### config.mk
export PLATFORM = sky130hd
export DESIGN_NAME = asc_scan_ctrl
export DESIGN_NICKNAME = d
export VERILOG_FILES = /design/src/asc_pkg.sv /design/src/asc_scan_ctrl.sv
export VERILOG_INCLUDE_DIRS = /design/src
export SDC_FILE = /design/constraint.sdc
export NUM_CORES = 1
export LEC_CHECK = 0
export BUFFER_PORTS_ARGS = -buffer_cell sky130_fd_sc_hd__buf_4
export CAP_MARGIN = 10
export CORE_ASPECT_RATIO = 2
export CORE_MARGIN = 8
export CORE_UTILIZATION = 25
export CTS_CLUSTER_DIAMETER = 40
export DETAILED_ROUTE_END_ITERATION = 8
export HOLD_SLACK_MARGIN = 0.1
export PLACE_DENSITY = 0.47
export SKIP_CTS_REPAIR_TIMING = 1
export SLEW_MARGIN = 20
export SYNTH_ARGS = -nofsm -noshare
export SYNTH_HDL_FRONTEND = slang
export SYNTH_SLANG_ARGS = --single-unit
### constraint.sdc
create_clock -name aclk -period 3.3 [get_ports aclk]
set_clock_uncertainty 0.05 [all_clocks]
set_input_delay 0.33 -clock aclk [delete_from_list [all_inputs] [get_ports aclk]]
set_output_delay 0.33 -clock aclk [all_outputs]
set_load 0.05 [all_outputs]
### src/asc_cfg.svh
/*
  constants of the scan and threshold control block: offsets,
  field positions, write masks, reset values and limits.
  assumes inclusion by bare name from the package and the module.
*/
`ifndef ASC_CFG_SVH
`define ASC_CFG_SVH

// byte offsets on the register bus
`define ASC_OFF_CTL2 8'h00
`define ASC_OFF_TIMING 8'h04
`define ASC_OFF_SCAN 8'h08
`define ASC_OFF_INSEL 8'h0c
`define ASC_OFF_HIT_LO 8'h10
`define ASC_OFF_HIT_HI 8'h14
`define ASC_OFF_RUN 8'h18

// writable bits of each register and the common reset value
`define ASC_MASK_CTL2 16'h0001
`define ASC_MASK_TIMING 16'h9fff
`define ASC_MASK_SCAN 16'hf30f
`define ASC_MASK_INSEL 16'hffff
`define ASC_MASK_HIT_LO 16'hffff
`define ASC_MASK_HIT_HI 16'h0003
`define ASC_MASK_RUN 16'h80f2
`define ASC_RESET_VAL 16'h0000

// field positions
`define ASC_ALT_BIT 0
`define ASC_CLKSRC_BIT 15
`define ASC_EXTENDED_SAMPLING_FLAG_BIT 14
`define ASC_AUTO_SAMPLE_TIME_HI 12
`define ASC_AUTO_SAMPLE_TIME_LO 8
`define ASC_DIV_HI 7
`define ASC_DIV_LO 0
`define ASC_AUTO_SCAN_ENABLE_BIT 15
`define ASC_LOW_POWER_RETURN_BIT 14
`define ASC_CHARGE_UNIT_REQUEST_BIT 13
`define ASC_BAND_GAP_REQUEST_BIT 12
`define ASC_IRQM_HI 9
`define ASC_IRQM_LO 8
`define ASC_WM_HI 3
`define ASC_WM_LO 2
`define ASC_CM_HI 1
`define ASC_CM_LO 0
`define ASC_ON_BIT 15
`define ASC_SRC_HI 7
`define ASC_SRC_LO 4
`define ASC_SAMPLE_ENABLE_BIT 1

// largest legal divider code, above it is reserved
`define ASC_DIV_MAX 8'h3f
// sample source that runs the internal auto-convert counter
`define ASC_SRC_AUTO 4'h7
`define ASC_SRC_SOFT 4'h0

`endif

### src/asc_pkg.sv
/*
  types of the scan and threshold control block.
  assumes asc_cfg.svh is reachable by bare name.
*/
`include "asc_cfg.svh"

package asc_pkg;

  // sampling sequencer states
  typedef enum logic [1:0] {
    ASC_ST_IDLE = 2'b00,
    ASC_ST_SAMPLE = 2'b01,
    ASC_ST_CONVERT = 2'b10
  } asc_state_e;

  // result handed up by the converter core
  typedef struct packed {
    logic valid;
    logic last;
    logic [4:0] chan;
    logic [11:0] data;
  } asc_result_s;

  // threshold pair read from the result buffer for that channel
  typedef struct packed {
    logic [11:0] low;
    logic [11:0] high;
  } asc_window_s;

  // analog input multiplexer codes
  typedef struct packed {
    logic [2:0] neg;
    logic [4:0] pos;
  } asc_mux_s;

  // buffer write request
  typedef struct packed {
    logic en;
    logic [4:0] addr;
    logic [11:0] data;
  } asc_bufwr_s;

endpackage

### src/asc_scan_ctrl.sv
/*
  converter control: conversion clock, sampling sequencer, input
  selection, threshold compare, hit flags and the axi4-lite slave.
  assumes the analog core supplies results synchronous to aclk and a
  one-cycle rc clock tick, and that the buffer returns the threshold
  pair for the channel of the result in the same cycle.
*/
// Functional notes
// - alternate on: sample A selections then B, alternating; off: A only
// - clock source bit set picks rc tick, clear divides system clock
// - extended sampling flag high while sampling continues after enable cleared
// - auto sample lasts auto_sample_time conversion clock periods, 0 to 31
// - conversion clock period is (divider + 1) cycles, codes above 0x3f reserved
// - auto scan enable turns threshold detect scanning on or off
// - low power return drops full power after a scan ends
// - charge unit request enables charge unit while converter on and active
// - band gap request enables band gap while converter on and active
// - irq mode: 11 sequence and compare, 10 compare, 01 sequence, 00 none
// - write mode 10 compares only, never saves; 11 reserved
// - write mode 01 saves result only on a match
// - write mode 00 saves every result
// - compare 11 outside window, 10 inside window of buffer pair
// - compare 01 greater than, 00 less than buffer value
// - negative code 000 picks ground, 001 to 111 picks inputs 0 to 6
// - positive codes pick inputs 0-15, floating, band gap and rails
// - sample A fields use the same codes as sample B fields
// - compare 11 sets hit on buffer write or match
// - other compare modes set hit only on match; missing channels read zero
// - auto-convert source ends sampling by counter and starts conversion
// - sample enable one means sampling, zero means holding
`timescale 1ns/1ps
`default_nettype none

module asc_scan_ctrl
  import asc_pkg::*;
(
  input wire logic aclk,
  input wire logic aresetn,
  input wire logic [7:0] s_axi_awaddr,
  input wire logic s_axi_awvalid,
  output logic s_axi_awready,
  input wire logic [31:0] s_axi_wdata,
  input wire logic [3:0] s_axi_wstrb,
  input wire logic s_axi_wvalid,
  output logic s_axi_wready,
  output logic [1:0] s_axi_bresp,
  output logic s_axi_bvalid,
  input wire logic s_axi_bready,
  input wire logic [7:0] s_axi_araddr,
  input wire logic s_axi_arvalid,
  output logic s_axi_arready,
  output logic [31:0] s_axi_rdata,
  output logic [1:0] s_axi_rresp,
  output logic s_axi_rvalid,
  input wire logic s_axi_rready,
  input wire logic rc_clk_tick,
  input wire logic trigger_event,
  input wire asc_result_s result_in,
  input wire asc_window_s window_in,
  output logic conv_clk_tick,
  output logic sampling,
  output logic conv_start,
  output asc_mux_s mux_sel,
  output asc_bufwr_s buf_write,
  output logic threshold_event,
  output logic full_power,
  output logic charge_unit_enable,
  output logic band_gap_enable
);

  // byte-lane merge restricted to the writable bits
  function automatic logic [15:0] merge(input logic [15:0] old,
                                        input logic [31:0] wd,
                                        input logic [3:0] st,
                                        input logic [15:0] msk);
    logic [15:0] v;
    v = old;
    if (st[0]) v[7:0] = wd[7:0];
    if (st[1]) v[15:8] = wd[15:8];
    merge = v & msk;
  endfunction

  // threshold compare against the buffer value or pair
  function automatic logic cmp_match(input logic [1:0] cm,
                                     input logic [11:0] r,
                                     input asc_window_s w);
    logic in_win;
    in_win = (r >= w.low) && (r <= w.high);
    case (cm)
      2'h3: cmp_match = !in_win;
      2'h2: cmp_match = in_win;
      2'h1: cmp_match = r > w.low;
      default: cmp_match = r < w.low;
    endcase
  endfunction

  logic [15:0] ctl2_q, timing_q, scan_q, insel_q, run_q;
  logic [15:0] hit_lo_q;
  logic [1:0] hit_hi_q;
  asc_state_e state_q;
  logic [7:0] div_cnt_q;
  logic [4:0] auto_sample_time_cnt_q;
  logic alt_b_q, match_seen_q, ext_q;
  logic [7:0] aw_q;
  logic [31:0] w_q;
  logic [3:0] ws_q;
  logic aw_ok_q, w_ok_q;

  // field views
  logic conv_on, sample_enable, auto_scan, lp_ret, src_rc;
  logic [3:0] src;
  logic [4:0] auto_sample_time;
  logic [7:0] div_lim;
  logic [1:0] wm, cm, irqm;
  assign conv_on = run_q[`ASC_ON_BIT];
  assign sample_enable = run_q[`ASC_SAMPLE_ENABLE_BIT];
  assign src = run_q[`ASC_SRC_HI:`ASC_SRC_LO];
  assign src_rc = timing_q[`ASC_CLKSRC_BIT];
  assign auto_sample_time = timing_q[`ASC_AUTO_SAMPLE_TIME_HI:`ASC_AUTO_SAMPLE_TIME_LO];
  assign auto_scan = scan_q[`ASC_AUTO_SCAN_ENABLE_BIT];
  assign lp_ret = scan_q[`ASC_LOW_POWER_RETURN_BIT];
  assign irqm = scan_q[`ASC_IRQM_HI:`ASC_IRQM_LO];
  assign wm = scan_q[`ASC_WM_HI:`ASC_WM_LO];
  assign cm = scan_q[`ASC_CM_HI:`ASC_CM_LO];
  // reserved divider codes clamp to the largest legal one
  assign div_lim = (timing_q[`ASC_DIV_HI:`ASC_DIV_LO] > `ASC_DIV_MAX) ?
                   `ASC_DIV_MAX : timing_q[`ASC_DIV_HI:`ASC_DIV_LO];

  // write channel handshake: address and data taken in either order
  logic wr_fire, rd_fire;
  assign s_axi_awready = !aw_ok_q && !s_axi_bvalid;
  assign s_axi_wready = !w_ok_q && !s_axi_bvalid;
  assign wr_fire = aw_ok_q && w_ok_q && !s_axi_bvalid;
  assign s_axi_arready = !s_axi_rvalid;
  assign rd_fire = s_axi_arvalid && s_axi_arready;

  always_ff @(posedge aclk) begin
    if (!aresetn) begin
      aw_ok_q <= 1'b0;
      w_ok_q <= 1'b0;
      aw_q <= 8'h00;
      w_q <= 32'h0000_0000;
      ws_q <= 4'h0;
    end else begin
      if (s_axi_awvalid && s_axi_awready) begin
        aw_ok_q <= 1'b1;
        aw_q <= s_axi_awaddr;
      end else if (wr_fire) begin
        aw_ok_q <= 1'b0;
      end
      if (s_axi_wvalid && s_axi_wready) begin
        w_ok_q <= 1'b1;
        w_q <= s_axi_wdata;
        ws_q <= s_axi_wstrb;
      end else if (wr_fire) begin
        w_ok_q <= 1'b0;
      end
    end
  end

  // write decode; unmapped addresses answer slverr
  logic wr_map;
  always_comb begin
    wr_map = 1'b1;
    if (aw_q == `ASC_OFF_CTL2) wr_map = 1'b1;
    else if (aw_q == `ASC_OFF_TIMING) wr_map = 1'b1;
    else if (aw_q == `ASC_OFF_SCAN) wr_map = 1'b1;
    else if (aw_q == `ASC_OFF_INSEL) wr_map = 1'b1;
    else if (aw_q == `ASC_OFF_HIT_LO) wr_map = 1'b1;
    else if (aw_q == `ASC_OFF_HIT_HI) wr_map = 1'b1;
    else if (aw_q == `ASC_OFF_RUN) wr_map = 1'b1;
    else wr_map = 1'b0;
  end

  always_ff @(posedge aclk) begin
    if (!aresetn) begin
      s_axi_bvalid <= 1'b0;
      s_axi_bresp <= 2'h0;
    end else if (wr_fire) begin
      s_axi_bvalid <= 1'b1;
      s_axi_bresp <= wr_map ? 2'h0 : 2'h2;
    end else if (s_axi_bready) begin
      s_axi_bvalid <= 1'b0;
    end
  end

  logic wr_ctl2, wr_timing, wr_scan, wr_insel, wr_hlo, wr_hhi, wr_run;
  assign wr_ctl2 = wr_fire && (aw_q == `ASC_OFF_CTL2);
  assign wr_timing = wr_fire && (aw_q == `ASC_OFF_TIMING);
  assign wr_scan = wr_fire && (aw_q == `ASC_OFF_SCAN);
  assign wr_insel = wr_fire && (aw_q == `ASC_OFF_INSEL);
  assign wr_hlo = wr_fire && (aw_q == `ASC_OFF_HIT_LO);
  assign wr_hhi = wr_fire && (aw_q == `ASC_OFF_HIT_HI);
  assign wr_run = wr_fire && (aw_q == `ASC_OFF_RUN);

  // plain configuration registers; bit 13 of timing is never stored
  always_ff @(posedge aclk) begin
    if (!aresetn) begin
      ctl2_q <= `ASC_RESET_VAL;
      timing_q <= `ASC_RESET_VAL;
      scan_q <= `ASC_RESET_VAL;
      insel_q <= `ASC_RESET_VAL;
    end else begin
      if (wr_ctl2) ctl2_q <= merge(ctl2_q, w_q, ws_q, `ASC_MASK_CTL2);
      if (wr_timing) timing_q <= merge(timing_q, w_q, ws_q, `ASC_MASK_TIMING);
      if (wr_scan) scan_q <= merge(scan_q, w_q, ws_q, `ASC_MASK_SCAN);
      if (wr_insel) insel_q <= merge(insel_q, w_q, ws_q, `ASC_MASK_INSEL);
    end
  end

  // conversion clock: divider on aclk, or the rc tick when selected
  logic div_tick;
  assign div_tick = (div_cnt_q == div_lim);
  always_ff @(posedge aclk) begin
    if (!aresetn || !conv_on || div_tick) begin
      div_cnt_q <= 8'h00;
    end else begin
      div_cnt_q <= div_cnt_q + 8'h01;
    end
  end
  logic conv_clock_period;
  assign conv_clock_period = conv_on && (src_rc ? rc_clk_tick : div_tick);
  always_ff @(posedge aclk) begin
    if (!aresetn) conv_clk_tick <= 1'b0;
    else conv_clk_tick <= conv_clock_period;
  end

  // end of sampling per source; manual release waits for the next period
  logic sample_enable_end;
  always_comb begin
    sample_enable_end = 1'b0;
    if (state_q == ASC_ST_SAMPLE) begin
      if (src == `ASC_SRC_AUTO) sample_enable_end = conv_clock_period && (auto_sample_time_cnt_q >= auto_sample_time);
      else if (src == `ASC_SRC_SOFT) sample_enable_end = !sample_enable && conv_clock_period;
      else sample_enable_end = trigger_event;
    end
  end

  // run register: sample enable is cleared by the sequencer at end
  always_ff @(posedge aclk) begin
    if (!aresetn) begin
      run_q <= `ASC_RESET_VAL;
    end else if (wr_run) begin
      run_q <= merge(run_q, w_q, ws_q, `ASC_MASK_RUN);
    end else if (sample_enable_end && src != `ASC_SRC_SOFT) begin
      run_q[`ASC_SAMPLE_ENABLE_BIT] <= 1'b0;
    end
  end

  // sampling sequencer
  always_ff @(posedge aclk) begin
    if (!aresetn || !conv_on) begin
      state_q <= ASC_ST_IDLE;
      auto_sample_time_cnt_q <= 5'h00;
      conv_start <= 1'b0;
    end else begin
      conv_start <= 1'b0;
      case (state_q)
        ASC_ST_IDLE: begin
          auto_sample_time_cnt_q <= 5'h00;
          if (sample_enable) state_q <= ASC_ST_SAMPLE;
        end
        ASC_ST_SAMPLE: begin
          if (conv_clock_period && auto_sample_time_cnt_q != 5'h1f) auto_sample_time_cnt_q <= auto_sample_time_cnt_q + 5'h01;
          if (sample_enable_end) begin
            state_q <= ASC_ST_CONVERT;
            conv_start <= 1'b1;
          end
        end
        ASC_ST_CONVERT: begin
          if (result_in.valid) state_q <= ASC_ST_IDLE;
        end
        default: state_q <= ASC_ST_IDLE;
      endcase
    end
  end

  // sampling level and the extended flag
  always_ff @(posedge aclk) begin
    if (!aresetn) begin
      sampling <= 1'b0;
      ext_q <= 1'b0;
    end else begin
      sampling <= (state_q == ASC_ST_SAMPLE) && !sample_enable_end;
      ext_q <= (state_q == ASC_ST_SAMPLE) && !sample_enable && !sample_enable_end;
    end
  end

  // input selection, alternating after each finished conversion
  always_ff @(posedge aclk) begin
    if (!aresetn) begin
      alt_b_q <= 1'b0;
      mux_sel <= '0;
    end else begin
      if (!ctl2_q[`ASC_ALT_BIT]) alt_b_q <= 1'b0;
      else if (state_q == ASC_ST_CONVERT && result_in.valid) alt_b_q <= !alt_b_q;
      // both halves share one code map, so the codes pass straight through
      if (alt_b_q) mux_sel <= insel_q[15:8];
      else mux_sel <= insel_q[7:0];
    end
  end

  // compare and save decision for each result
  logic match, do_save, seq_end, hit_set;
  logic [17:0] hit_vec;
  always_comb begin
    match = result_in.valid && auto_scan && cmp_match(cm, result_in.data, window_in);
    do_save = 1'b0;
    if (result_in.valid) begin
      if (!auto_scan || wm == 2'h0) do_save = 1'b1;
      else if (wm == 2'h1) do_save = match;
      else do_save = 1'b0;
    end
    seq_end = result_in.valid && auto_scan && result_in.last;
    hit_set = match || (auto_scan && cm == 2'h3 && do_save);
    hit_vec = 18'h00000;
    if (hit_set && result_in.chan < 5'h12) hit_vec[result_in.chan] = 1'b1;
  end

  always_ff @(posedge aclk) begin
    if (!aresetn) buf_write <= '0;
    else buf_write <= '{en: do_save, addr: result_in.chan, data: result_in.data};
  end

  // sticky hit flags: a new hit wins over a software clear
  always_ff @(posedge aclk) begin
    if (!aresetn) begin
      hit_lo_q <= 16'h0000;
      hit_hi_q <= 2'h0;
    end else begin
      if (wr_hlo) hit_lo_q <= merge(hit_lo_q, w_q, ws_q, `ASC_MASK_HIT_LO) | hit_vec[15:0];
      else hit_lo_q <= hit_lo_q | hit_vec[15:0];
      if (wr_hhi && ws_q[0]) hit_hi_q <= w_q[1:0] | hit_vec[17:16];
      else hit_hi_q <= hit_hi_q | hit_vec[17:16];
    end
  end

  // threshold event per interrupt mode
  always_ff @(posedge aclk) begin
    if (!aresetn) begin
      threshold_event <= 1'b0;
      match_seen_q <= 1'b0;
    end else begin
      case (irqm)
        2'h3: threshold_event <= seq_end && (match_seen_q || match);
        2'h2: threshold_event <= match;
        2'h1: threshold_event <= seq_end;
        default: threshold_event <= 1'b0;
      endcase
      if (seq_end) match_seen_q <= 1'b0;
      else if (match) match_seen_q <= 1'b1;
    end
  end

  // power and reference requests
  logic active;
  assign active = conv_on && (state_q != ASC_ST_IDLE);
  always_ff @(posedge aclk) begin
    if (!aresetn) begin
      full_power <= 1'b0;
      charge_unit_enable <= 1'b0;
      band_gap_enable <= 1'b0;
    end else begin
      if (!conv_on) full_power <= 1'b0;
      else if (seq_end && lp_ret) full_power <= 1'b0;
      else if (active) full_power <= 1'b1;
      charge_unit_enable <= scan_q[`ASC_CHARGE_UNIT_REQUEST_BIT] && active;
      band_gap_enable <= scan_q[`ASC_BAND_GAP_REQUEST_BIT] && active;
    end
  end

  // read path, one cycle after the address is taken
  always_ff @(posedge aclk) begin
    if (!aresetn) begin
      s_axi_rvalid <= 1'b0;
      s_axi_rdata <= 32'h0000_0000;
      s_axi_rresp <= 2'h0;
    end else if (rd_fire) begin
      s_axi_rvalid <= 1'b1;
      s_axi_rresp <= 2'h0;
      if (s_axi_araddr == `ASC_OFF_CTL2) s_axi_rdata <= {16'h0000, ctl2_q};
      else if (s_axi_araddr == `ASC_OFF_TIMING)
        s_axi_rdata <= {16'h0000, timing_q[15], ext_q, timing_q[13:0]};
      else if (s_axi_araddr == `ASC_OFF_SCAN) s_axi_rdata <= {16'h0000, scan_q};
      else if (s_axi_araddr == `ASC_OFF_INSEL) s_axi_rdata <= {16'h0000, insel_q};
      else if (s_axi_araddr == `ASC_OFF_HIT_LO) s_axi_rdata <= {16'h0000, hit_lo_q};
      else if (s_axi_araddr == `ASC_OFF_HIT_HI) s_axi_rdata <= {30'h0, hit_hi_q};
      else if (s_axi_araddr == `ASC_OFF_RUN) s_axi_rdata <= {16'h0000, run_q};
      else begin
        s_axi_rdata <= 32'h0000_0000;
        s_axi_rresp <= 2'h2;
      end
    end else if (s_axi_rready) begin
      s_axi_rvalid <= 1'b0;
    end
  end

endmodule

`default_nettype wire

After elaboration in Yosys (flattened, before gate mapping)
Index checks and enable logic that the tools add are counted.
{ "word_totals": {"word_cells": 230, "output_inout_bits": 74, "regBits": 182, "input_bits": 104} }
{ "op_classes": {"n_lt_le_gt_ge": 9, "n_mux": 61, "n_eq_ne": 29, "addsub": 2, "bitwise": 7, "reduce_logical": 82} }
{ "ops": {"columns": ["op", "n"], "rows": [
  ["$mux 16", 8],
  ["$mux 8", 8],
  ["$eq 8x5->1 const B", 6],
  ["$logic_and 1x1->1", 37],
  ["$eq 8x4->1 const B", 4],
  ["$or 16x16->16", 2],
  ["$mux 2", 13],
  ["$mux 1", 25],
  ["$reduce_and 2->1", 12],
  ["$mux 18", 1],
  ["$eq 8x3->1 const B", 2],
  ["$logic_not 8->1", 2],
  ["$reduce_bool 2->1", 7],
  ["$ge 12x12->1", 1],
  ["$gt 12x12->1", 1],
  ["$le 12x12->1", 1],
  ["$lt 12x12->1", 1],
  ["$logic_not 1->1", 11],
  ["$eq 2x2->1 const B", 5],
  ["$pmux 5 s2", 1],
  ["$add 8x1->8 const B", 1],
  ["$eq 2x1->1 const B", 4],
  ["$eq 8x8->1", 1],
  ["$gt 8x6->1 const B", 1],
  ["22 further kinds", 35]
]} }

Depth between registers and ports, before layout
Gate-level depths: netlist (run 1).
{ "logic_depth": {"ltp_word": 14, "depth_mapped": 10, "depth_no_buf": 9} }

Worst setup path after synthesis (run 1)
No wires, ideal clock.
{ "synth_path": {"path_kind": "in2reg", "from": "input window_in[13] (netlist bit)", "to": "register hit_hi_q[1]", "n_path_buf": 1, "t_arrival_ns": 2.404, "slack_ns": 0.718, "setup_time_ns": 0.128, "required_time_ns": 3.122, "path_stages": 10, "path_cell_list": "inv_1 > ha_1 > nor2b_1 > o211ai_1 > a211oi_1 > or4_1 > o211a_1 > o311ai_2 > clkbuf_1 > o21ai_0"} }
{ "synth_between": {"elab_chain_len": 14, "word_cells_on_any_way": 17, "cone_classes": "3 x order compare; 6 x mux; 2 x bitwise; 6 x reduce/logical"} }
{ "synth_lines": {"columns": ["item", "line", "text"], "rows": [
  ["from (decl)", "asc_scan_ctrl.sv:59", "input wire asc_window_s window_in,"],
  ["$ge 12x12->1", "asc_scan_ctrl.sv:88", "in_win = (r >= w.low) && (r <= w.high);"],
  ["$logic_and 1x1->1", "asc_scan_ctrl.sv:88", null],
  ["$logic_not 1->1", "asc_scan_ctrl.sv:90", "2'h3: cmp_match = !in_win;"],
  ["$pmux 1 s3 *", "asc_scan_ctrl.sv:89", "case (cm)"],
  ["$logic_and 1x1->1 *", "asc_scan_ctrl.sv:307", "match = result_in.valid && auto_scan && cmp_match(cm, result_in.data, window_in);"],
  ["$mux 1", "asc_scan_ctrl.sv:311", "else if (wm == 2'h1) do_save = match;"],
  ["$mux 1", "asc_scan_ctrl.sv:310", "if (!auto_scan || wm == 2'h0) do_save = 1'b1;"],
  ["$mux 1", "asc_scan_ctrl.sv:309", "if (result_in.valid) begin"],
  ["$logic_and 1x1->1", "asc_scan_ctrl.sv:315", "hit_set = match || (auto_scan && cm == 2'h3 && do_save);"],
  ["$logic_or 1x1->1 *", "asc_scan_ctrl.sv:315", null],
  ["$logic_and 1x1->1 *", "asc_scan_ctrl.sv:317", "if (hit_set && result_in.chan < 5'h12) hit_vec[result_in.chan] = 1'b1;"],
  ["$mux 18 *", "asc_scan_ctrl.sv:317", null],
  ["$or 2x2->2 (on tied branches)", "asc_scan_ctrl.sv:334, asc_scan_ctrl.sv:333", null],
  ["$mux 2 *", "asc_scan_ctrl.sv:333", "if (wr_hhi && ws_q[0]) hit_hi_q <= w_q[1:0] | hit_vec[17:16];"],
  ["to (signal assigned)", "asc_scan_ctrl.sv:333", null],
  ["to (signal assigned)", "asc_scan_ctrl.sv:334", "else hit_hi_q <= hit_hi_q | hit_vec[17:16];"],
  ["to (decl)", "asc_scan_ctrl.sv:99", "logic [1:0] hit_hi_q;"]
]} }
Mark *: on every way between the ends. The rest lies on a longest branch, timed or not.
A chain may end at the register's enable or synchronous reset.

Worst setup path after layout (run 1)
{ "layout_path": {"from": "input result_in[1] (netlist bit)", "to": "register hit_lo_q[9]"} }
{ "layout_between": {"elab_chain_len": 14, "word_cells_on_any_way": 18, "cone_classes": "4 x order compare; 6 x mux; 2 x bitwise; 6 x reduce/logical"} }
{ "layout_lines": {"columns": ["item", "line", "text"], "rows": [
  ["from (decl)", "asc_scan_ctrl.sv:58", "input wire asc_result_s result_in,"],
  ["$ge 12x12->1 or $le 12x12->1 (tied branches)", "asc_scan_ctrl.sv:88", null],
  ["$logic_and 1x1->1", "asc_scan_ctrl.sv:88", null],
  ["$logic_not 1->1", "asc_scan_ctrl.sv:90", null],
  ["$pmux 1 s3 *", "asc_scan_ctrl.sv:89", null],
  ["$logic_and 1x1->1 *", "asc_scan_ctrl.sv:307", null],
  ["$mux 1", "asc_scan_ctrl.sv:311", null],
  ["$mux 1", "asc_scan_ctrl.sv:310", null],
  ["$mux 1", "asc_scan_ctrl.sv:309", null],
  ["$logic_and 1x1->1", "asc_scan_ctrl.sv:315", null],
  ["$logic_or 1x1->1 *", "asc_scan_ctrl.sv:315", null],
  ["$logic_and 1x1->1 *", "asc_scan_ctrl.sv:317", null],
  ["$mux 18 *", "asc_scan_ctrl.sv:317", null],
  ["$or 16x16->16 (on tied branches)", "asc_scan_ctrl.sv:332, asc_scan_ctrl.sv:331", null],
  ["$mux 16 *", "asc_scan_ctrl.sv:331", "if (wr_hlo) hit_lo_q <= merge(hit_lo_q, w_q, ws_q, `ASC_MASK_HIT_LO) | hit_vec[15:0];"],
  ["to (signal assigned)", "asc_scan_ctrl.sv:331", null],
  ["to (signal assigned)", "asc_scan_ctrl.sv:332", "else hit_lo_q <= hit_lo_q | hit_vec[15:0];"],
  ["to (decl)", "asc_scan_ctrl.sv:98", "logic [15:0] hit_lo_q;"]
]} }
Marks and branches as above.

==> results of run 1 <==
[cell families after synthesis]
family / after synthesis / share of synthesized area [%]
buffers and inverters: 101 / 5.515
DFF: 164 / 40.54
adders and majority gates: 32 / 4.944
AOI/OAI and AO/OA: 182 / 15.09
muxes: 75 / 9.563
and+or+nand+nor: 375 / 23.44
xor gates and xnor gates: 8 / 0.8652
other: 1 / 0.04630
[cell type report]
type,instances,area [sq um]
clock buffer,20,446.7
clock inverter,12,141.4
fill,3510,21820
inverter,38,142.6
multi-input combinational,690,4433
sequential,164,3283
tap,427,534.3
timing repair buffer,168,1319
[metrics by stage]
step	hold WS, ns	utilization [%]	power [uW]	worst slack, ns
2_1_floorplan	0.3849	-	2448	0.7181
3_3_place_gp	0.3954	29.68	2663	0.5784
3_5_place_dp	0.4033	29.68	2666	0.5413
4_1_cts	0.02467	31.51	4714	0.5244
5_1_grt	0.1011	32.07	4853	0.2947
6_report	0.09373	32.07	4660	0.4562
[state kept, by name (all words and copies together), names as in the netlist, 10 cells and up]
signal and cells:
scan_q 10, buf_write 18, s_axi_rdata 16, hit_lo_q 16
w_q 16, insel_q 16, timing_q 14
[worst min-delay path, stage by stage]
cell and delay [ns]:
sky130_fd_sc_hd__buf_4 0.11, sky130_fd_sc_hd__nand2_1 0.04, sky130_fd_sc_hd__a21boi_0 0.06
[power by group through the flow]
stage / sequential [uW] / clock [uW] / combinational [uW]
3_5_place_dp: 2120 / 0 / 546
2_1_floorplan: 2160 / 0 / 289
5_1_grt: 2080 / 2170 / 603
4_1_cts: 2070 / 2090 / 548
6_report: 2070 / 2030 / 556
3_3_place_gp: 2120 / 0 / 543
[metal layers]
metal	vias up	track usage (%)	wire length, microns	share of wire, %
li1	3490	-	-	-
met1	3270	12.96	9733	36
met2	163	27.88	15670	57
met3	38	2.876	1031	3.8
met4	0	7.487	974	3.6
met5	-	0	0	0
[synth_stat cells (4+ instances only)]
cell type                   instances
sky130_fd_sc_hd__ha_1              32
sky130_fd_sc_hd__clkbuf_1          41
sky130_fd_sc_hd__a221oi_1           4
sky130_fd_sc_hd__a21o_1             4
sky130_fd_sc_hd__o21ai_0           47
sky130_fd_sc_hd__mux2i_1           56
sky130_fd_sc_hd__nor3b_1            5
sky130_fd_sc_hd__nand4_1           14
sky130_fd_sc_hd__a31oi_1           11
sky130_fd_sc_hd__buf_4             18
sky130_fd_sc_hd__inv_1             38
sky130_fd_sc_hd__mux2_2            19
sky130_fd_sc_hd__o211a_1            4
sky130_fd_sc_hd__and3_1            12
sky130_fd_sc_hd__a21boi_0          40
sky130_fd_sc_hd__nor3_1            12
sky130_fd_sc_hd__xor2_1             6
sky130_fd_sc_hd__nand2_1          141
sky130_fd_sc_hd__o211ai_1           6
sky130_fd_sc_hd__nand2b_1          13
sky130_fd_sc_hd__o2111ai_1         10
sky130_fd_sc_hd__buf_1              4
sky130_fd_sc_hd__nor2_1            41
sky130_fd_sc_hd__nor2b_1           64
sky130_fd_sc_hd__nand3_1           22
sky130_fd_sc_hd__or4_1              4
sky130_fd_sc_hd__dfxtp_1          164
sky130_fd_sc_hd__a21oi_1           32
sky130_fd_sc_hd__and2_1            28
[path summary, 6_finish.rpt]
kind                                                          endpoint  cells past startpoint
worst max-delay path                            hit_lo_q[9]$_SDFF_PN0_                     11
worst min-delay path                              aw_q[2]$_SDFFE_PN0P_                      3
worst max register to register  auto_sample_time_cnt_q[2]$_SDFFE_PP0P_                      7
worst min register to register             s_axi_rdata[9]$_SDFFE_PN0P_                      2
==> results.yml, run 1 <==
flow_run:
  max-cap-violations: 0
detailed_routing:
  route.detailed.drc: 0
  via_density: 4.583
  post_drt_wl_per_cell_microns: 18.05
  finalWirelength_mm: 27.41
  detail_route.iter0.violations: 322
  detailedRoute.firstPassIterationCount: 6
  antenna_violating_nets_post_route: 0
  dr_total_vias: 6961
logic_synthesis:
  ys.warnings.count: 0
  ys_top_cells_by_area: "sky130_fd_sc_hd__dfxtp_1, sky130_fd_sc_hd__mux2i_1, sky130_fd_sc_hd__nand2_1"
  synth_edf_count: 0
  syn_area_sq_mm: 0.008099
  syn_avg_cell_area_sq_um: 8.634
  netlist.top_cell.by_area: "sky130_fd_sc_hd__dfxtp_1"
  postSynthRegisterBits: 164
  post_synth_num_cell_types: 58
  fraction_of_synthesized_cell_area_taken_by_the_top_area_cell_type_pct: 40.54
  synth_flop_cell: "sky130_fd_sc_hd__dfxtp_1"
  yosysSeqAreaShare_pct: 40.54
  syn-instance-count: 938
  postSynth.asyncResetShare_pct: 0
worst_setup_path:
  setup.worst_path.start_class: "input pin"
  critPathCaptureType: "flop"
  crit_path_max_fanout: 18
  cp_slowest_cell: "sky130_fd_sc_hd__dlygate4sd3_1"
  cp_top_family: "buffers and inverters"
  r2r_slack_ns: 0.54
  start_point_of_the_critical_path: "result_in[1]"
  data_required_time_at_the_worst_endpoint_ns: 3.56
  timing.rr.start: "timing_q[6]$_SDFFE_PN0P_"
  critical_path_buf_inv_count: 3
  path_cells: "dlygate4sd3_1 -> buf_4 -> ha_1 -> nor2b_1 -> o211ai_1 -> a211oi_1 -> or4_1 -> o211a_1 -> o311ai_2 -> buf_4 -> o21ai_0"
  criticalPathCategory: "in -> reg"
  worst-endpoint-arrival_ns: 3.11
  path_common_cell: "sky130_fd_sc_hd__buf_4"
  critical-path-max-stage-delay_ns: 0.54
timing:
  max_freq_mhz: 351.6
  final_min_period_over_clock_period_pct: 86.18
  tightestPinTransition_ns: 0.8218
  rsz0062_at_grt: "no"
  finalMaxSlewViolations: 0
  finalCriticalPeriod_ns: 2.844
  timing_hold_violations_final: 0
  slew_headroom_pct: 45.10
  setup_violations: 0
  timing.setup.tns_ns: 0
global_routing:
  grtUsageTotal_pct: 14.15
  first_pass_grt_wire_length_mm: 40.86
  antenna_found_initial: 0
  grt.overflow.total: 0
  grt_pass1_vias: 7092
  grt_start_max_net_pins: 115
floorplan:
  starting_density_of_the_core_pct: 25.22
  core_area_sq_mm: 0.03212
  die_x_microns: 143.3
  die_area_sq_mm: 0.03876
  std_cell_rows: 93
  io_pins: 178
  die_y_microns: 270.5
layout:
  final_layout_size_suffix_gt1_share_pct: 18.96
  fin_nets: 1215
  layoutNonFillerInstCount: 1519
  layout.cell_area.non_filler_sq_mm: 0.01030
  area_delta_synth_final_pct: 27.17
  antenna-diode-count: 0
  layout_common_cells: "sky130_fd_sc_hd__dfxtp_1, sky130_fd_sc_hd__buf_4, sky130_fd_sc_hd__nand2_1"
  final_common_cell: "sky130_fd_sc_hd__dfxtp_1"
cts:
  clk_path_buf_depth: 2
  insertion_delay_ns: 0.45
  cts_made_buffers: 17
  clkTransAtPathRegs_ns: 0.06
  h-tree-depth: 4
  cts_tree: "done"
  cts.sink_count: 164
  cts-root-buf: "sky130_fd_sc_hd__clkbuf_16"
pwr:
  clock_power_share_pct: 43.6
  cellInternalPower_uw: 3381
  ir_drop_mv: 0.2833
  power_density_mw_per_mm2: 452.4
  comb_power_share_pct: 11.9
  switching_power_uw: 1279
  leakage_uw: 0.004376
  sequentialPowerShare_pct: 44.5
  power.share.switching_pct: 27.45
hold_path:
  worstHoldPathType: "in -> reg"
  holdCritStartpoint: "s_axi_awaddr[2]"
placed_design:
  port_buffers: 141
  placedCellCount: 1469
  detailed_placement_wirelength_estimate_mm: 21.42
  finalWeightedCongestion: 0.8356
  dpl_cell_area_sq_mm: 0.009532
outcome:
  status: "finished clean"
(Power assumes the default switching activity.)
==> run 2, diff against run 1 <==
--- a/config.mk
+++ b/config.mk
@@ -6,15 +6,14 @@
 export SDC_FILE = /design/constraint.sdc
 export NUM_CORES = 1
 export LEC_CHECK = 0
-export BUFFER_PORTS_ARGS = -buffer_cell sky130_fd_sc_hd__buf_4
-export CAP_MARGIN = 10
 export CORE_ASPECT_RATIO = 2
 export CORE_MARGIN = 8
-export CORE_UTILIZATION = 25
+export CORE_UTILIZATION = 64
 export CTS_CLUSTER_DIAMETER = 40
 export DETAILED_ROUTE_END_ITERATION = 8
+export DONT_BUFFER_PORTS = 1
 export HOLD_SLACK_MARGIN = 0.1
-export PLACE_DENSITY = 0.47
+export PLACE_DENSITY = 0.84
 export SKIP_CTS_REPAIR_TIMING = 1
 export SLEW_MARGIN = 20
 export SYNTH_ARGS = -nofsm -noshare
==> run 2 against run 1 <==
- worst setup slack gained 0.15 ns
- sequential share of layout area grew 3.2 points
- global-route usage grew 12 points
- register-to-register slack gained 0.07 ns
- final area shrank 9.0%
- die area shrank 57%
- non-clock buffer count shrank 96
- critical path depth shrank 4
- wire length shrank 10%
- clock-buffer cell count grew 1
- worst hold slack gained 0.0040 ns
- largest cell class unchanged
- highest routed layer unchanged
==> results.yml, run 2 (synthesis results as in run 1) <==
cts:
  insertion_delay_ns: 0.43
  clk_path_buf_depth: 2
  h-tree-depth: 4
  clkTransAtPathRegs_ns: 0.06
  cts_tree: "done"
  cts.sink_count: 164
  cts-root-buf: "sky130_fd_sc_hd__clkbuf_16"
  cts_made_buffers: 17
worst_setup_path:
  critical-path-max-stage-delay_ns: 0.49
  worstRegToRegCells: 7
  critPathCaptureType: "flop"
  crit_path_max_fanout: 6
  critical_path_buf_inv_count: 0
  worst-endpoint-arrival_ns: 2.99
  setup.worst_path.start_class: "flop"
  path_cells: "or2_1 -> or4_1 -> a221o_1 -> a211oi_2 -> o21ai_2 -> or4b_1 -> a31oi_1"
  cp_slowest_cell: "sky130_fd_sc_hd__or4b_1"
  data_required_time_at_the_worst_endpoint_ns: 3.60
  criticalPathCategory: "reg -> reg"
  crit_cells: 7
  cp_top_family: "simple AND/OR/NAND/NOR gates"
pwr:
  leakage_uw: 0.003873
  ir_drop_mv: 0.4545
  comb_power_share_pct: 8.6
  clock_power_share_pct: 44.5
  power_density_mw_per_mm2: 488.3
  cellInternalPower_uw: 3395
  sequentialPowerShare_pct: 46.9
  power.share.switching_pct: 25.81
  switching_power_uw: 1181
floorplan:
  std_cell_rows: 58
  starting_density_of_the_core_pct: 64.89
  io_pins: 178
  die_area_sq_mm: 0.01673
  die_x_microns: 95.55
  core_area_sq_mm: 0.01248
  die_y_microns: 175.1
layout:
  largest_register_ff_count: 18
  layout.cell_area.non_filler_sq_mm: 0.009370
  final_common_cell: "sky130_fd_sc_hd__dfxtp_1"
  finalCoreUtilization_pct: 75.07
  fin_nets: 1119
  area_delta_synth_final_pct: 15.70
  regMostFlops: "buf_write"
  final_layout_size_suffix_gt1_share_pct: 6.426
  layout_common_cells: "sky130_fd_sc_hd__dfxtp_1, sky130_fd_sc_hd__nand2_1, sky130_fd_sc_hd__nor2b_1, sky130_fd_sc_hd__dlygate4sd3_1, sky130_fd_sc_hd__mux2i_1"
timing:
  hold-worst-slack_ns: 0.09777
  max_freq_mhz: 371.6
  tightestPinTransition_ns: 1.016
  final_min_period_over_clock_period_pct: 81.54
  finalCriticalPeriod_ns: 2.691
  timing.setup.tns_ns: 0
  final.setup.worst_slack_ns: 0.6092
  slew_headroom_pct: 32.02
  setup_violations: 0
  timing_hold_violations_final: 0
  finalMaxSlewViolations: 0
  rsz0062_at_grt: "no"
detailed_routing:
  detail_route.iter0.violations: 666
  post_drt_wl_per_cell_microns: 21.49
  route.detailed.drc: 0
  antenna_violating_nets_post_route: 0
  via_density: 6.254
  dr_total_vias: 7173
  detailedRoute.firstPassIterationCount: 8
  finalWirelength_mm: 24.65
outcome:
  status: "finished clean"
global_routing:
  antenna_found_initial: 0
  first_pass_grt_wire_length_mm: 34.32
  grt_start_max_net_pins: 153
  grt.overflow.total: 0
  grtUsageTotal_pct: 26.58
  grt_pass1_vias: 6836
placed_design:
  detailed_placement_wirelength_estimate_mm: 16.32
  dpl_cell_area_sq_mm: 0.008099
  place_ws_ns: 0.6087
  finalWeightedCongestion: 0.8986
  port_buffers: 0
hold_path:
  worstHoldPathType: "in -> reg"
  worst_hold_path.num_cells: 3
flow_run:
  max-cap-violations: 0
==> run 2: cell type report <==
class,count,area (sq um)
multi-input cells,690,4433
flip-flops and latches,164,3283
fillers,898,3112
repair buffers,72,720.7
clock buffers,21,450.4
well taps,150,187.7
clock inverters,11,150.1
inverters,38,142.6
diodes,1,2.502
==> run 2: tightest hold or removal path: stages <==
cell	delay, ns
sky130_fd_sc_hd__nor3b_1	0.06
sky130_fd_sc_hd__nand2_1	0.07
sky130_fd_sc_hd__o21ai_0	0.06
==> run 2: layer usage <==
layer	vias up	track usage [%]	wire length (microns)
li1	3313	-	-
met1	3382	23.87	8005
met2	373	46.20	12780
met3	105	9.200	1997
met4	0	20.40	1863
met5	-	0	0
==> run 2: power by group through the flow <==
| stage | sequential (uW) | combinational, uW | clock, uW |
|---|---|---|---|
| after floorplan | 2160 | 289 | 0 |
| after global placement | 2190 | 283 | 0 |
| after detailed placement | 2190 | 292 | 0 |
| after CTS | 2140 | 294 | 2030 |
| after global routing | 2150 | 426 | 2120 |
| final | 2140 | 395 | 2040 |
==> run 2: through the flow <==
stage	power (uW)	instances
2_1_floorplan	2448	955
3_3_place_gp	2469	1049
3_5_place_dp	2477	1049
4_1_cts	4470	1081
5_1_grt	4688	1146
6_report	4575	1147
==> run 2: final timing paths <==
check,from,endpoint,slack [ns]
max reg2reg,timing_q[6]$_SDFFE_PN0P_,auto_sample_time_cnt_q[2]$_SDFFE_PP0P_,0.61
min reg2reg,aw_q[6]$_SDFFE_PN0P_,aw_q[6]$_SDFFE_PN0P_,0.43
max,timing_q[6]$_SDFFE_PN0P_,auto_sample_time_cnt_q[2]$_SDFFE_PP0P_,0.61
min,result_in[16],hit_lo_q[10]$_SDFF_PN0_,0.1
==> run 3, diff against run 2 <==
--- a/config.mk
+++ b/config.mk
@@ -6,6 +6,7 @@
 export SDC_FILE = /design/constraint.sdc
 export NUM_CORES = 1
 export LEC_CHECK = 0
+export ABC_AREA = 1
 export CORE_ASPECT_RATIO = 2
 export CORE_MARGIN = 8
 export CORE_UTILIZATION = 64
==> constraint.sdc (replaced) <==
create_clock -name aclk -period 2.82 [get_ports aclk]
set_clock_uncertainty 0.05 [all_clocks]
set_input_delay 0.282 -clock aclk [delete_from_list [all_inputs] [get_ports aclk]]
set_output_delay 0.282 -clock aclk [all_outputs]
set_load 0.05 [all_outputs]
==> run 3 against run 2 <==
- sequential share of layout area increased by 0.78 points
- synthesized area decreased by 2.8%
- critical path depth shrank 1
- sequential power is 16% higher
- clock-buffer cell count increased by 2
- power up 19%
- register-to-register slack lost 0.16 ns
- first-iteration DRC count is 32% lower
- utilization is 0.98 points higher
- synthesized cell count up 15%
- fmax increased by 13%
- clock power is 20% higher
- largest cell class unchanged
==> results.yml, run 3 <==
layout:
  area_delta_synth_final_pct: 16.47
  final_layout_size_suffix_gt1_share_pct: 6.858
  fin_nets: 1276
  layout_common_cells: "sky130_fd_sc_hd__dfxtp_1, sky130_fd_sc_hd__nand2_1, sky130_fd_sc_hd__inv_1"
  finalCoreUtilization_pct: 76.05
  regMostFlops: "buf_write"
  antenna-diode-count: 0
  final_common_cell: "sky130_fd_sc_hd__dfxtp_1"
  largest_register_ff_count: 18
pwr:
  leakage_uw: 0.003954
  ir_drop_mv: 0.5468
  total_power_uw: 5428
  power_density_mw_per_mm2: 592.2
worst_setup_path:
  crit_path_max_fanout: 19
  worstRegToRegCells: 6
  r2r_slack_ns: 0.45
  crit_cells: 6
  reg2reg_to: "s_axi_rvalid$_SDFFE_PN0P_"
  start_point_of_the_critical_path: "s_axi_rvalid$_SDFFE_PN0P_"
  cp_slowest_cell: "sky130_fd_sc_hd__dfxtp_1"
  worst-endpoint-arrival_ns: 2.63
  critPathCaptureType: "flop"
  cp_top_family: "buffers and inverters"
  worst_setup_path_endpoint: "s_axi_rvalid$_SDFFE_PN0P_"
  critical_path_buf_inv_count: 4
  criticalPathCategory: "reg -> reg"
  critical-path-max-stage-delay_ns: 0.64
  path_cells: "inv_1 -> nand2_1 -> buf_4 -> clkinv_1 -> o21a_1 -> dlygate4sd3_1"
  data_required_time_at_the_worst_endpoint_ns: 3.08
  timing.rr.start: "s_axi_rvalid$_SDFFE_PN0P_"
  setup.worst_path.start_class: "flop"
global_routing:
  groute.layer.met2.usage_pct: 47.11
  grt_pass1_vias: 7338
  grt_start_max_net_pins: 88
  grtUsageTotal_pct: 27.34
  first_pass_grt_wire_length_mm: 35.40
  grt.busiest_layer: "met2"
  antenna_found_initial: 0
  groute.layer.met1.usage_pct: 26.43
  grt.overflow.total: 0
  use_met3_pct: 7.722
detailed_routing:
  dr_total_vias: 7508
  via_density: 5.780
  detail_route.iter0.violations: 451
  finalWirelength_mm: 23.41
  antenna_violating_nets_post_route: 0
  post_drt_wl_per_cell_microns: 18.02
  detailedRoute.firstPassIterationCount: 6
  route.detailed.drc: 0
logic_synthesis:
  yosys.cell_count.top_type: "sky130_fd_sc_hd__dfxtp_1"
  yosysSeqAreaShare_pct: 41.72
  syn_area_sq_mm: 0.007870
  synth-adder-area-share_pct: 5.087
  synth_flop_cell: "sky130_fd_sc_hd__dfxtp_1"
  post_synth_num_cell_types: 50
  ys_top_cells_by_area: "sky130_fd_sc_hd__dfxtp_1, sky130_fd_sc_hd__nand2_1, sky130_fd_sc_hd__inv_1"
  netlist.top_cell.by_area: "sky130_fd_sc_hd__dfxtp_1"
  postSynthRegisterBits: 164
  ys.warnings.count: 0
  fraction_of_synthesized_cell_area_taken_by_the_top_area_cell_type_pct: 41.72
  synthMuxAreaShare_pct: 0.1272
  synth_xor_area_share_pct: 0.5564
  synth_simple_gate_area_share_pct: 20.86
  postSynth.asyncResetShare_pct: 0
  syn_avg_cell_area_sq_um: 7.274
  synth_top_family_by_area: "simple AND/OR/NAND/NOR gates"
  synth_edf_count: 0
  area_fraction_in_compound_gates_after_synthesis_pct: 19.60
  synth.top_cells.by_count: "sky130_fd_sc_hd__dfxtp_1, sky130_fd_sc_hd__nand2_1, sky130_fd_sc_hd__inv_1"
  syn-instance-count: 1082
timing:
  final_min_period_over_clock_period_pct: 84.11
  timing.setup.tns_ns: 0
  final.setup.worst_slack_ns: 0.4481
  setup_violations: 0
  max_freq_mhz: 421.6
  finalMaxSlewViolations: 0
  hold-worst-slack_ns: 0.04045
  slew_headroom_pct: 35.82
  rsz0062_at_grt: "no"
  finalCriticalPeriod_ns: 2.372
  tightestPinTransition_ns: 0.9592
  timing_hold_violations_final: 0
cts:
  cts-root-buf: "sky130_fd_sc_hd__clkbuf_16"
  h-tree-depth: 4
  clkTransAtPathRegs_ns: 0.06
  cts_tree: "done"
  cts_made_buffers: 17
  cts.sink_count: 164
  insertion_delay_ns: 0.43
  clk_path_buf_depth: 2
floorplan:
  die_y_microns: 172.8
  std_cell_rows: 57
  starting_density_of_the_core_pct: 65.30
  io_pins: 178
  core_area_sq_mm: 0.01205
  die_area_sq_mm: 0.01632
  die_x_microns: 94.41
flow_run:
  max-cap-violations: 0
placed_design:
  detailed_placement_wirelength_estimate_mm: 16.49
  port_buffers: 0
  place_ws_ns: 0.4614
  finalWeightedCongestion: 0.9829
outcome:
  status: "finished clean"
hold_path:
  worstHoldPathType: "in -> reg"
[run 3: power by group]
group	internal, uW	total [uW]	switching [uW]
clock network	1530	2440	918
logic	168	503	335
registers	2370	2480	107
total	4070	5430	1360
[run 3: how the worst min path moves through the flow]
stage | slack [ns] | startpoint | to | cells after the start
finish | 0.04 | s_axi_wdata[5] | w_q[5]$_SDFFE_PN0P_ | 2
global route | 0.05 | s_axi_wdata[5] | w_q[5]$_SDFFE_PN0P_ | 2
CTS | -0.11 | result_in[12] | buf_write[12]$_SDFF_PN0_ | 2
detailed placement | 0.33 | result_in[12] | buf_write[12]$_SDFF_PN0_ | 2
global placement | 0.33 | result_in[13] | buf_write[13]$_SDFF_PN0_ | 2
floorplan | 0.33 | result_in[12] | buf_write[12]$_SDFF_PN0_ | 2
[run 3: cells by family (layout without fill, tap and decap cells)]
| family | Yosys count | after routing |
|---|---|---|
| buf+inv | 229 | 282 |
| compound gates | 272 | 272 |
| fa+ha+maj | 32 | 32 |
| other cells | 1 | 18 |
| flops | 164 | 164 |
| xor+xnor | 5 | 5 |
| simple gates | 378 | 378 |
| mux | 1 | 1 |
[run 3: per-stage QoR]
step,instances,area (sq um)
2_1_floorplan,1099,7934
3_3_place_gp,1205,7901
3_5_place_dp,1205,7901
4_1_cts,1236,8518
5_1_grt,1299,9166
6_report,1299,9166
[run 3: cell type report]
| class | count | area (sq um) |
|---|---|---|
| fill | 925 | 2887 |
| timing repair buffer | 69 | 693.2 |
| clock inverter | 8 | 148.9 |
| inverter | 182 | 683.2 |
| sequential | 164 | 3283 |
| tap | 147 | 183.9 |
| clock buffer | 23 | 467.9 |
| multi-input combinational | 706 | 3706 |
[run 3: layer usage]
layer / up-vias / wire length [microns]
met3: 100 / 2051
met4: 0 / 1505
li1: 3606 / -
met5: - / 0
met1: 3404 / 8030
met2: 398 / 11820
